<file path="src/rtl/abr_pkg.sv">
// Constants, opcodes, states and carriers for the abort and residue block.
// Assumes one 100 MHz core clock and plain status ports, no register bus.
package abr_pkg;
  // Status and control bit positions
  localparam int IS_ABORT    = 7;
  localparam int IS_CONN     = 3;
  localparam int S0_CHOSEN   = 4;
  localparam int S1_IN_FULL  = 7;
  localparam int S1_HOLD     = 6;
  localparam int S1_OUT_FULL = 5;
  localparam int DF_CLEAR    = 6;
  // Sizes and counts
  localparam logic [31:0] INST_BYTES = 32'h8;
  localparam logic [5:0]  DF_MASK    = 6'h3f;
  localparam logic [3:0]  SF_DEPTH   = 4'h8;
  localparam logic [3:0]  SF_ONE     = 4'h1;
  localparam logic [5:0]  HELD_ONE   = 6'h1;
  localparam logic [23:0] DBC_ONE    = 24'h1;
  localparam logic [5:0]  DF_ONE     = 6'h1;

  typedef enum logic [2:0] {
    OP_MOVE       = 3'h0,
    OP_SELECT     = 3'h1,
    OP_RESELECT   = 3'h2,
    OP_WAIT_RESEL = 3'h3,
    OP_WAIT_SEL   = 3'h4,
    OP_STOP       = 3'h5
  } abr_op_t;

  typedef enum logic [2:0] {
    ST_IDLE  = 3'h1,
    ST_FETCH = 3'h2,
    ST_EXEC  = 3'h4
  } abr_st_t;

  typedef struct packed {
    abr_op_t     op;
    logic [31:0] alt;
    logic [23:0] count;
  } abr_instr_t;

  typedef struct packed {
    logic selected;
    logic reselected;
    logic won;
    logic disconnect;
  } abr_evt_t;

  typedef struct packed {
    abr_st_t         st;
    logic [31:0]     dsp;
    abr_op_t         op;
    logic [31:0]     alt;
    logic [23:0]     dbc;
    logic [5:0]      dma_fifo_count_reg;
    logic [5:0]      held;
    logic            abort_req;
    logic            abort_irq;
    logic            conn;
    logic            chosen;
    logic            in_full;
    logic [7:0]      in_data;
    logic            out_full;
    logic            hold_full;
    logic [3:0]      sf_cnt;
    logic [2:0]      sf_wp;
    logic [2:0]      sf_rp;
    logic [7:0][7:0] sf_mem;
    logic [7:0]      port_data;
  } abr_state_t;
endpackage : abr_pkg

</file>
<file path="src/rtl/abr_core.sv">
// Script engine status: abort, connection, alternate jumps, residue counts.
// Assumes all inputs synchronous to i_clk; software strobes last one cycle.
`timescale 1ns/10ps
module abr_core (
  // Clock and reset
  input  wire logic                i_clk,
  input  wire logic                i_rst_n,
  // Software strobes
  input  wire logic                i_int_status_wr,
  input  wire logic [7:0]          i_int_status_data,
  input  wire logic                i_dsp_wr,
  input  wire logic [31:0]         i_dsp_data,
  input  wire logic                i_dma_status_rd,
  input  wire logic                i_scsi_status_0_rd,
  input  wire logic                i_input_latch_rd,
  input  wire logic                i_fifo_port_rd,
  input  wire logic                i_dma_fifo_wr,
  input  wire logic [7:0]          i_dma_fifo_data,
  // Instruction fetch
  input  wire logic                i_fetch_valid,
  input  wire abr_pkg::abr_instr_t i_fetch,
  // Bus events
  input  wire abr_pkg::abr_evt_t   i_evt,
  // Data path events
  input  wire logic                i_dir_rx,
  input  wire logic                i_burst_active,
  input  wire logic                i_async_rx_valid,
  input  wire logic [7:0]          i_async_rx_data,
  input  wire logic                i_in_latch_to_dma,
  input  wire logic                i_sync_rx_valid,
  input  wire logic [7:0]          i_sync_rx_data,
  input  wire logic                i_sfifo_to_dma,
  input  wire logic                i_rx_to_dma,
  input  wire logic                i_mem_byte,
  input  wire logic                i_dma_to_scsi,
  input  wire logic                i_out_latch_load,
  input  wire logic                i_out_latch_sent,
  input  wire logic                i_hold_load,
  input  wire logic                i_hold_sent,
  // Fetch request
  output logic                     o_fetch_req,
  output logic [31:0]              o_dsp,
  // Status
  output logic [7:0]               o_int_status,
  output logic [7:0]               o_scsi_status_0,
  output logic [7:0]               o_scsi_status_1,
  output logic [7:0]               o_scsi_status_2,
  output logic [23:0]              o_byte_counter,
  output logic [7:0]               o_dma_fifo_count,
  output logic [7:0]               o_input_latch,
  output logic [7:0]               o_fifo_port_data,
  output logic                     o_abort_irq
);
  abr_pkg::abr_state_t q;
  abr_pkg::abr_state_t d;
  logic abort_fire;
  logic chosen_ev;
  logic sf_push;
  logic sf_pop;
  logic clr;

  always_comb begin
    d = q;
    clr = i_dma_fifo_wr && i_dma_fifo_data[abr_pkg::DF_CLEAR];
    // Abort acts only after burst and received data have drained
    abort_fire = q.abort_req && !q.abort_irq && !i_burst_active
                 && (q.held == 6'h0);
    chosen_ev = 1'b0;
    if (i_int_status_wr) begin
      d.abort_req = i_int_status_data[abr_pkg::IS_ABORT];
    end
    if (i_dsp_wr) begin
      d.dsp = i_dsp_data;
      d.st = abr_pkg::ST_FETCH;
    end
    case (q.st)
      abr_pkg::ST_FETCH: begin
        if (i_fetch_valid) begin
          d.op = i_fetch.op;
          d.alt = i_fetch.alt;
          d.dsp = q.dsp + abr_pkg::INST_BYTES;
          d.st = abr_pkg::ST_EXEC;
          if (i_fetch.op == abr_pkg::OP_MOVE) begin
            d.dbc = i_fetch.count;
            d.dma_fifo_count_reg = i_fetch.count[5:0];
          end
        end
      end
      abr_pkg::ST_EXEC: begin
        case (q.op)
          abr_pkg::OP_SELECT, abr_pkg::OP_RESELECT: begin
            if (i_evt.selected || i_evt.reselected) begin
              d.dsp = q.alt;
              d.st = abr_pkg::ST_FETCH;
              chosen_ev = 1'b1;
            end else if (i_evt.won) begin
              d.conn = 1'b1;
              d.st = abr_pkg::ST_FETCH;
            end
          end
          abr_pkg::OP_WAIT_RESEL: begin
            if (i_evt.reselected) begin
              d.st = abr_pkg::ST_FETCH;
              chosen_ev = 1'b1;
            end else if (i_evt.selected) begin
              d.dsp = q.alt;
              d.st = abr_pkg::ST_FETCH;
              chosen_ev = 1'b1;
            end
          end
          abr_pkg::OP_WAIT_SEL: begin
            if (i_evt.selected) begin
              d.st = abr_pkg::ST_FETCH;
              chosen_ev = 1'b1;
            end else if (i_evt.reselected) begin
              d.dsp = q.alt;
              d.st = abr_pkg::ST_FETCH;
              chosen_ev = 1'b1;
            end
          end
          abr_pkg::OP_MOVE: begin
            if (q.dbc == 24'h0) begin
              d.st = abr_pkg::ST_FETCH;
            end
          end
          default: begin
            d.st = abr_pkg::ST_IDLE;
          end
        endcase
      end
      default: begin
      end
    endcase
    // Unexpected disconnect leaves pointer past the executing instruction
    if (i_evt.disconnect) begin
      d.conn = 1'b0;
      if (q.st == abr_pkg::ST_EXEC) begin
        d.st = abr_pkg::ST_IDLE;
      end
    end
    if (chosen_ev) begin
      d.conn = 1'b1;
    end
    // Abort halts fetch and holds the pointer, other state untouched
    if (abort_fire) begin
      d.st = abr_pkg::ST_IDLE;
      d.dsp = q.dsp;
    end
    d.abort_irq = abort_fire || (q.abort_irq && !i_dma_status_rd);
    d.chosen = chosen_ev || (q.chosen && !i_scsi_status_0_rd);
    // Byte counter counts down only with memory byte transfers, in either direction; a MOVE fetch loads it
    if (i_mem_byte && (q.dbc != 24'h0)) begin
      d.dbc = q.dbc - abr_pkg::DBC_ONE;
    end
    if (i_dma_to_scsi) begin
      d.dma_fifo_count_reg = q.dma_fifo_count_reg - abr_pkg::DF_ONE;
    end
    if (i_rx_to_dma && !(i_mem_byte && i_dir_rx)) begin
      d.held = q.held + abr_pkg::HELD_ONE;
    end else if (!i_rx_to_dma && i_mem_byte && i_dir_rx
                 && (q.held != 6'h0)) begin
      d.held = q.held - abr_pkg::HELD_ONE;
    end
    // Input latch
    if (i_async_rx_valid) begin
      d.in_full = 1'b1;
      d.in_data = i_async_rx_data;
    end else if (i_input_latch_rd || i_in_latch_to_dma) begin
      d.in_full = 1'b0;
    end
    d.out_full = i_out_latch_load || (q.out_full && !i_out_latch_sent);
    d.hold_full = i_hold_load || (q.hold_full && !i_hold_sent);
    // Receive FIFO
    sf_push = i_sync_rx_valid && (q.sf_cnt != abr_pkg::SF_DEPTH);
    sf_pop = (i_fifo_port_rd || i_sfifo_to_dma) && (q.sf_cnt != 4'h0);
    if (sf_push) begin
      d.sf_mem[q.sf_wp] = i_sync_rx_data;
      d.sf_wp = q.sf_wp + 3'h1;
    end
    if (sf_pop) begin
      d.sf_rp = q.sf_rp + 3'h1;
      if (i_fifo_port_rd) begin
        d.port_data = q.sf_mem[q.sf_rp];
      end
    end
    if (sf_push && !sf_pop) begin
      d.sf_cnt = q.sf_cnt + abr_pkg::SF_ONE;
    end else if (sf_pop && !sf_push) begin
      d.sf_cnt = q.sf_cnt - abr_pkg::SF_ONE;
    end
    // Clearing both FIFOs resyncs the running count to the counter
    if (clr) begin
      d.sf_cnt = 4'h0;
      d.sf_wp = 3'h0;
      d.sf_rp = 3'h0;
      d.held = 6'h0;
      d.dma_fifo_count_reg = d.dbc[5:0];
    end
  end

  always_ff @(posedge i_clk) begin
    if (!i_rst_n) begin
      q <= '0;
      q.st <= abr_pkg::ST_IDLE;
      q.op <= abr_pkg::OP_STOP;
    end else begin
      q <= d;
    end
  end

  assign o_fetch_req = q.st[1];
  assign o_dsp = q.dsp;
  assign o_int_status = {q.abort_req, 3'h0, q.conn, 3'h0};
  assign o_scsi_status_0 = {3'h0, q.chosen, 4'h0};
  assign o_scsi_status_1 = {q.in_full, q.hold_full, q.out_full, 5'h0};
  assign o_scsi_status_2 = {q.sf_cnt, 4'h0};
  assign o_byte_counter = q.dbc;
  assign o_dma_fifo_count = {2'h0, q.dma_fifo_count_reg};
  assign o_input_latch = q.in_data;
  assign o_fifo_port_data = q.port_data;
  assign o_abort_irq = q.abort_irq;

  logic in_wait_sel;
  assign in_wait_sel = (q.st == abr_pkg::ST_EXEC)
                       && (q.op == abr_pkg::OP_WAIT_SEL);
endmodule : abr_core

</file>
<file path="config.mk">
export PLATFORM = sky130hd
export DESIGN_NAME = abr_core
export DESIGN_NICKNAME = d
export VERILOG_FILES = /design/src/rtl/abr_pkg.sv /design/src/rtl/abr_core.sv
export SDC_FILE = /design/constraint.sdc
export NUM_CORES = 1
export LEC_CHECK = 0
export BUFFER_PORTS_ARGS = -buffer_cell sky130_fd_sc_hd__buf_4
export CORE_MARGIN = 2
export CORE_UTILIZATION = 55
export DETAILED_ROUTE_END_ITERATION = 12
export PLACE_DENSITY = 0.81
export SLEW_MARGIN = 20
export SYNTH_ARGS = -nofsm -noshare
export SYNTH_HDL_FRONTEND = slang
export SYNTH_SLANG_ARGS = --single-unit
export TNS_END_PERCENT = 10
</file>
<file path="constraint.sdc">
create_clock -name i_clk -period 2.55 [get_ports i_clk]
set_input_delay 0 -clock i_clk [delete_from_list [all_inputs] [get_ports i_clk]]
set_output_delay 0 -clock i_clk [all_outputs]
set_load 0.03 [all_outputs]
</file>
## Word level (Yosys, flattened, before mapping)

Index checks and enable logic that the tools add are counted.

- Register bits after elaboration: 203
- Input port bits: 150
- Output and inout port bits: 114
- Logic and storage cells: 158

- Add/sub/neg operators: 9
- Magnitude comparators: 3
- Equal/unequal tests: 8
- Multiplexer cells: 46
- Bitwise operators: 1
- Reductions and logical operators: 63

Operator list:

| operator | number |
|---|---|
| $mux W35 | 3 |
| $mux W100 | 1 |
| $mux W32 | 3 |
| $pmux W32 S3 | 1 |
| $pmux W35 S2 | 1 |
| $bwmux W64 | 1 |
| $mux W30 | 2 |
| $add A32 B4 Y32 const B | 1 |
| $bmux W8 S3 | 1 |
| $demux W8 S3 | 1 |
| $logic_not A24 Y1 | 1 |
| $mux W24 | 1 |
| $reduce_bool A24 Y1 | 1 |
| $sub A24 B1 Y24 const B | 1 |
| $mux W3 | 7 |
| $logic_and A1 B1 Y1 | 19 |
| $mux W6 | 3 |
| $reduce_bool A3 Y1 | 6 |
| $mux W8 | 2 |
| $mux W1 | 14 |
| $mux W12 | 1 |
| $pmux W3 S4 | 1 |
| $reduce_bool A2 Y1 | 6 |
| $sub A6 B1 Y6 const B | 2 |
| 24 further kinds | 50 |

## Depth between registers and ports, before layout

- Depth after elaboration: 7
- Depth in mapped cells: 12
- Gate-level depth less buffers: 12

## Worst setup path after synthesis

Ideal clock, no wire load.

- Path kind: reg2reg
- Start point: register q, in the netlist o_scsi_status_2[4]
- End point: register q, in the netlist o_scsi_status_2[7]
- Setup time: 0.070 ns
- Arrival: 2.220 ns
- Data required time: 2.480 ns
- Path slack: 0.260 ns
- Cell stages (with the launch flop): 12
- Buffers on the path: 0
- Clock period less this slack: 2.290 ns
- Path through: dfxtp_1 > nor4_1 > nor2_1 > inv_1 > ha_1 > inv_1 > ha_1 > a21o_1 > a21oi_1 > xnor2_1 > or3_1 > a21oi_1

- Word-level cells in the longest chain between the ends: 5
- Elaborated cells between the ends (all ways): 13
- Classes of those cells: add/sub (2); eq/ne (1); mux (2); reduce/logical (8)

Ends and longest elaborated chain:

| what | RTL line | RTL |
|---|---|---|
| start: declaration | abr_core.sv:54 | `abr_pkg::abr_state_t q;` |
| parallel branches: the longest is 5 deep, another holds $sub A4 B1 Y4 | n/a |  |

Several ways; the timed one is not identified. The select of a mux whose other input is x is not followed.
A chain may end at the register's enable or synchronous reset.

## Final worst setup path

- Start point: register q, in the netlist o_scsi_status_2[7]
- End point: register q, in the netlist o_scsi_status_2[7]

Same word-level chain as after synthesis.

==> metrics.yaml <==
setup_ws_ns: 0.08804
route.met3.wl_um: 2445
clock_path_buffers: 3
clock_latency_ns: 0.51
totalWireLength_um: 33240
cts_buffers: 23
nNetsFinal: 1757
netlist_area_um2: 11230
syn_to_final_growth_pct: 30.83
post_drt_wl_per_cell_um: 17.66
post_cts_buffers: 0
fin_area_um2: 14700
ios: 264
power_mw: 12.12
relSlewSlack: 0.4152
synth_enable_flop_cells: 0
fin_worst_skew_ns: 0.01128
synth_area_leader_cell: "dfxtp_1"
fin_hold_ws_ns: -0.006807
critPathArrivalTime_ns: 2.89
rows: 52
crit_fanout: 5
critical_path_required_ns: 2.98
drive_gt1_frac: 0.2298
cts.sinks: 203
io_buffers: 225
finalCritPeriodShare: 0.9655
synth_seq_cells: 203
antenna_found_initial: 1
drt_iter0_markers: 836
yosysSeqAreaShare: 0.3618
clk_pin_slew_worst_paths_ns: 0.06
root_buffer: "clkbuf_16"
hold_path_class: "in2reg"
syn_inst: 1341
worstSetupPathType: "reg2reg"
violations: "negative hold slack"
place_inst: 1706
utilization: 0.7287
crit_start: "o_scsi_status_2[7]$_SDFFE_PP0P_"
num_vias: 10940
top_layer: "met4"
grt-ovfl-total: 0
synthTopCellsByArea: "dfxtp_1, mux2i_1, buf_4"
drtAntennaViolNets: 0
drt-vias-per-instance: 5.811
grt_usage: 0.2938
initial_utilization: 0.5569
cts.htree.levels: 1
start_kind: "register"
met1Wirelength_um: 12660
setup_viol: 0
critPathCaptureType: "register"
final_cells: 1882
grt_max_degree: 55
leakage_nw: 6.239
core_um2: 20170
synth-async-reset-ratio: 0
min_period_ns: 2.462
die-area_um2: 21580
wl_met2_um: 16830
report.final.slew_viol_count: 0
die_x_um: 146.9
die_y_um: 146.9
first_pass_iters: 5
rr_startpoint: "o_scsi_status_2[7]$_SDFFE_PP0P_"
yosys-top-cells-count: "dfxtp_1, nor2_1, nand2_1, buf_4, mux2i_1"
syn_area_per_cell_um2: 8.377
drc: 0
fmax_mhz: 406.2
gp_congestion: 0.8907
synth_top_area_share: 0.3618
hp-start: "i_sfifo_to_dma"
grt_pass1_wl_um: 52970
fin_setup_tns_ns: 0
grt_pass1_vias: 10960
synthFlopType: "dfxtp_1"
tightestPinTransition_ns: 0.8739
ys_types: 80
status: "complete, but fails checks"
synth_most_common_cell: "dfxtp_1"
ir_drop_mv: 0.7090
yosys_warnings: 0
cts_tree: "done"
hpwl_um: 20800
maxCapViolCount: 0
p_per_area_nw_per_um2: 824.6
placedInstanceArea_um2: 12560
hold_viol: 1
dpl_worst_slack_ns: 0.1039
## placed cells by master, fill, tap and decap left out, types with 16 or more instances in the layout
master         count
buf_4            270
dfxtp_1          203
nor2_1           179
nand2_1          144
dlygate4sd3_1    132
mux2i_1          105
a21oi_1           92
o21ai_0           63
nand3_1           28
conb_1            24
nor3_1            23
a221oi_1          23
clkbuf_16         23
inv_1             20
mux2_2            19
mux4_2            16
## sequential cells by signal, indices dropped and copies added, names as in the netlist, 2 cells and up
| name | count |
|---|---|
| o_byte_counter | 24 |
| o_dma_fifo_count | 6 |
| o_dsp | 32 |
| o_fifo_port_data | 8 |
| o_input_latch | 8 |
| o_int_status | 2 |
| o_scsi_status_1 | 3 |
| o_scsi_status_2 | 4 |
| q | 113 |
## metal layers
layer,up-vias,global-route usage
met3,123,0.04193
li1,5114,-
met4,0,0.1303
met2,529,0.5326
met5,-,0
met1,5170,0.3455
## layout make-up
| type | count | area (um2) |
|---|---|---|
| clock inverters | 7 | 75.07 |
| fillers | 1385 | 5473 |
| repair buffers | 404 | 3388 |
| flip-flops and latches | 203 | 4064 |
| diodes | 2 | 5.005 |
| multi-input cells | 938 | 6047 |
| inverters | 23 | 88.84 |
| clock buffers | 35 | 690.7 |
| well taps | 270 | 337.8 |
## cells by family after synthesis
kind of cell | share of synthesized area
buf+inv | 0.1144
simple gates | 0.1846
compound gates | 0.1546
xor+xnor | 0.02183
other cells | 0.0003338
fa+ha+maj | 0.01782
flops | 0.3618
mux | 0.1447
## critical path, stage by stage (launching register included)
cell and delay, ns:
dfxtp_1 0.36, nor4_4 0.37, nor2_2 0.12, inv_1 0.07, ha_1 0.17, inv_1 0.09
ha_1 0.29, a21o_1 0.18, a21oi_1 0.19, xnor2_1 0.10, or3_1 0.30, a21oi_1 0.13
## path summary, 6_finish.rpt
check                           slack [ns]  depth (start not counted)                               to
worst max-delay path                  0.09                         11  o_scsi_status_2[7]$_SDFFE_PP0P_
worst min-delay path                -0.007                          5               q[73]$_SDFFE_PP0P_
worst max register to register        0.09                         11  o_scsi_status_2[7]$_SDFFE_PP0P_
worst min register to register        0.45                          2              q[155]$_SDFFE_PN0P_
## where the power goes
group,leakage (nW),switching (mW),internal [mW]
logic,4.21,2.71,2.05
clock network,0.373,1.35,1.98
registers,1.66,0.478,3.56
total,6.24,4.53,7.59
## what timing repair did
item | CTS | global route
resized for setup | 0 | 7
setup endpoints to repair | 0 | 11
hold buffers | 132 | 0
endpoints found under the hold margin | 176 | 0
(Power assumes the default switching activity.)
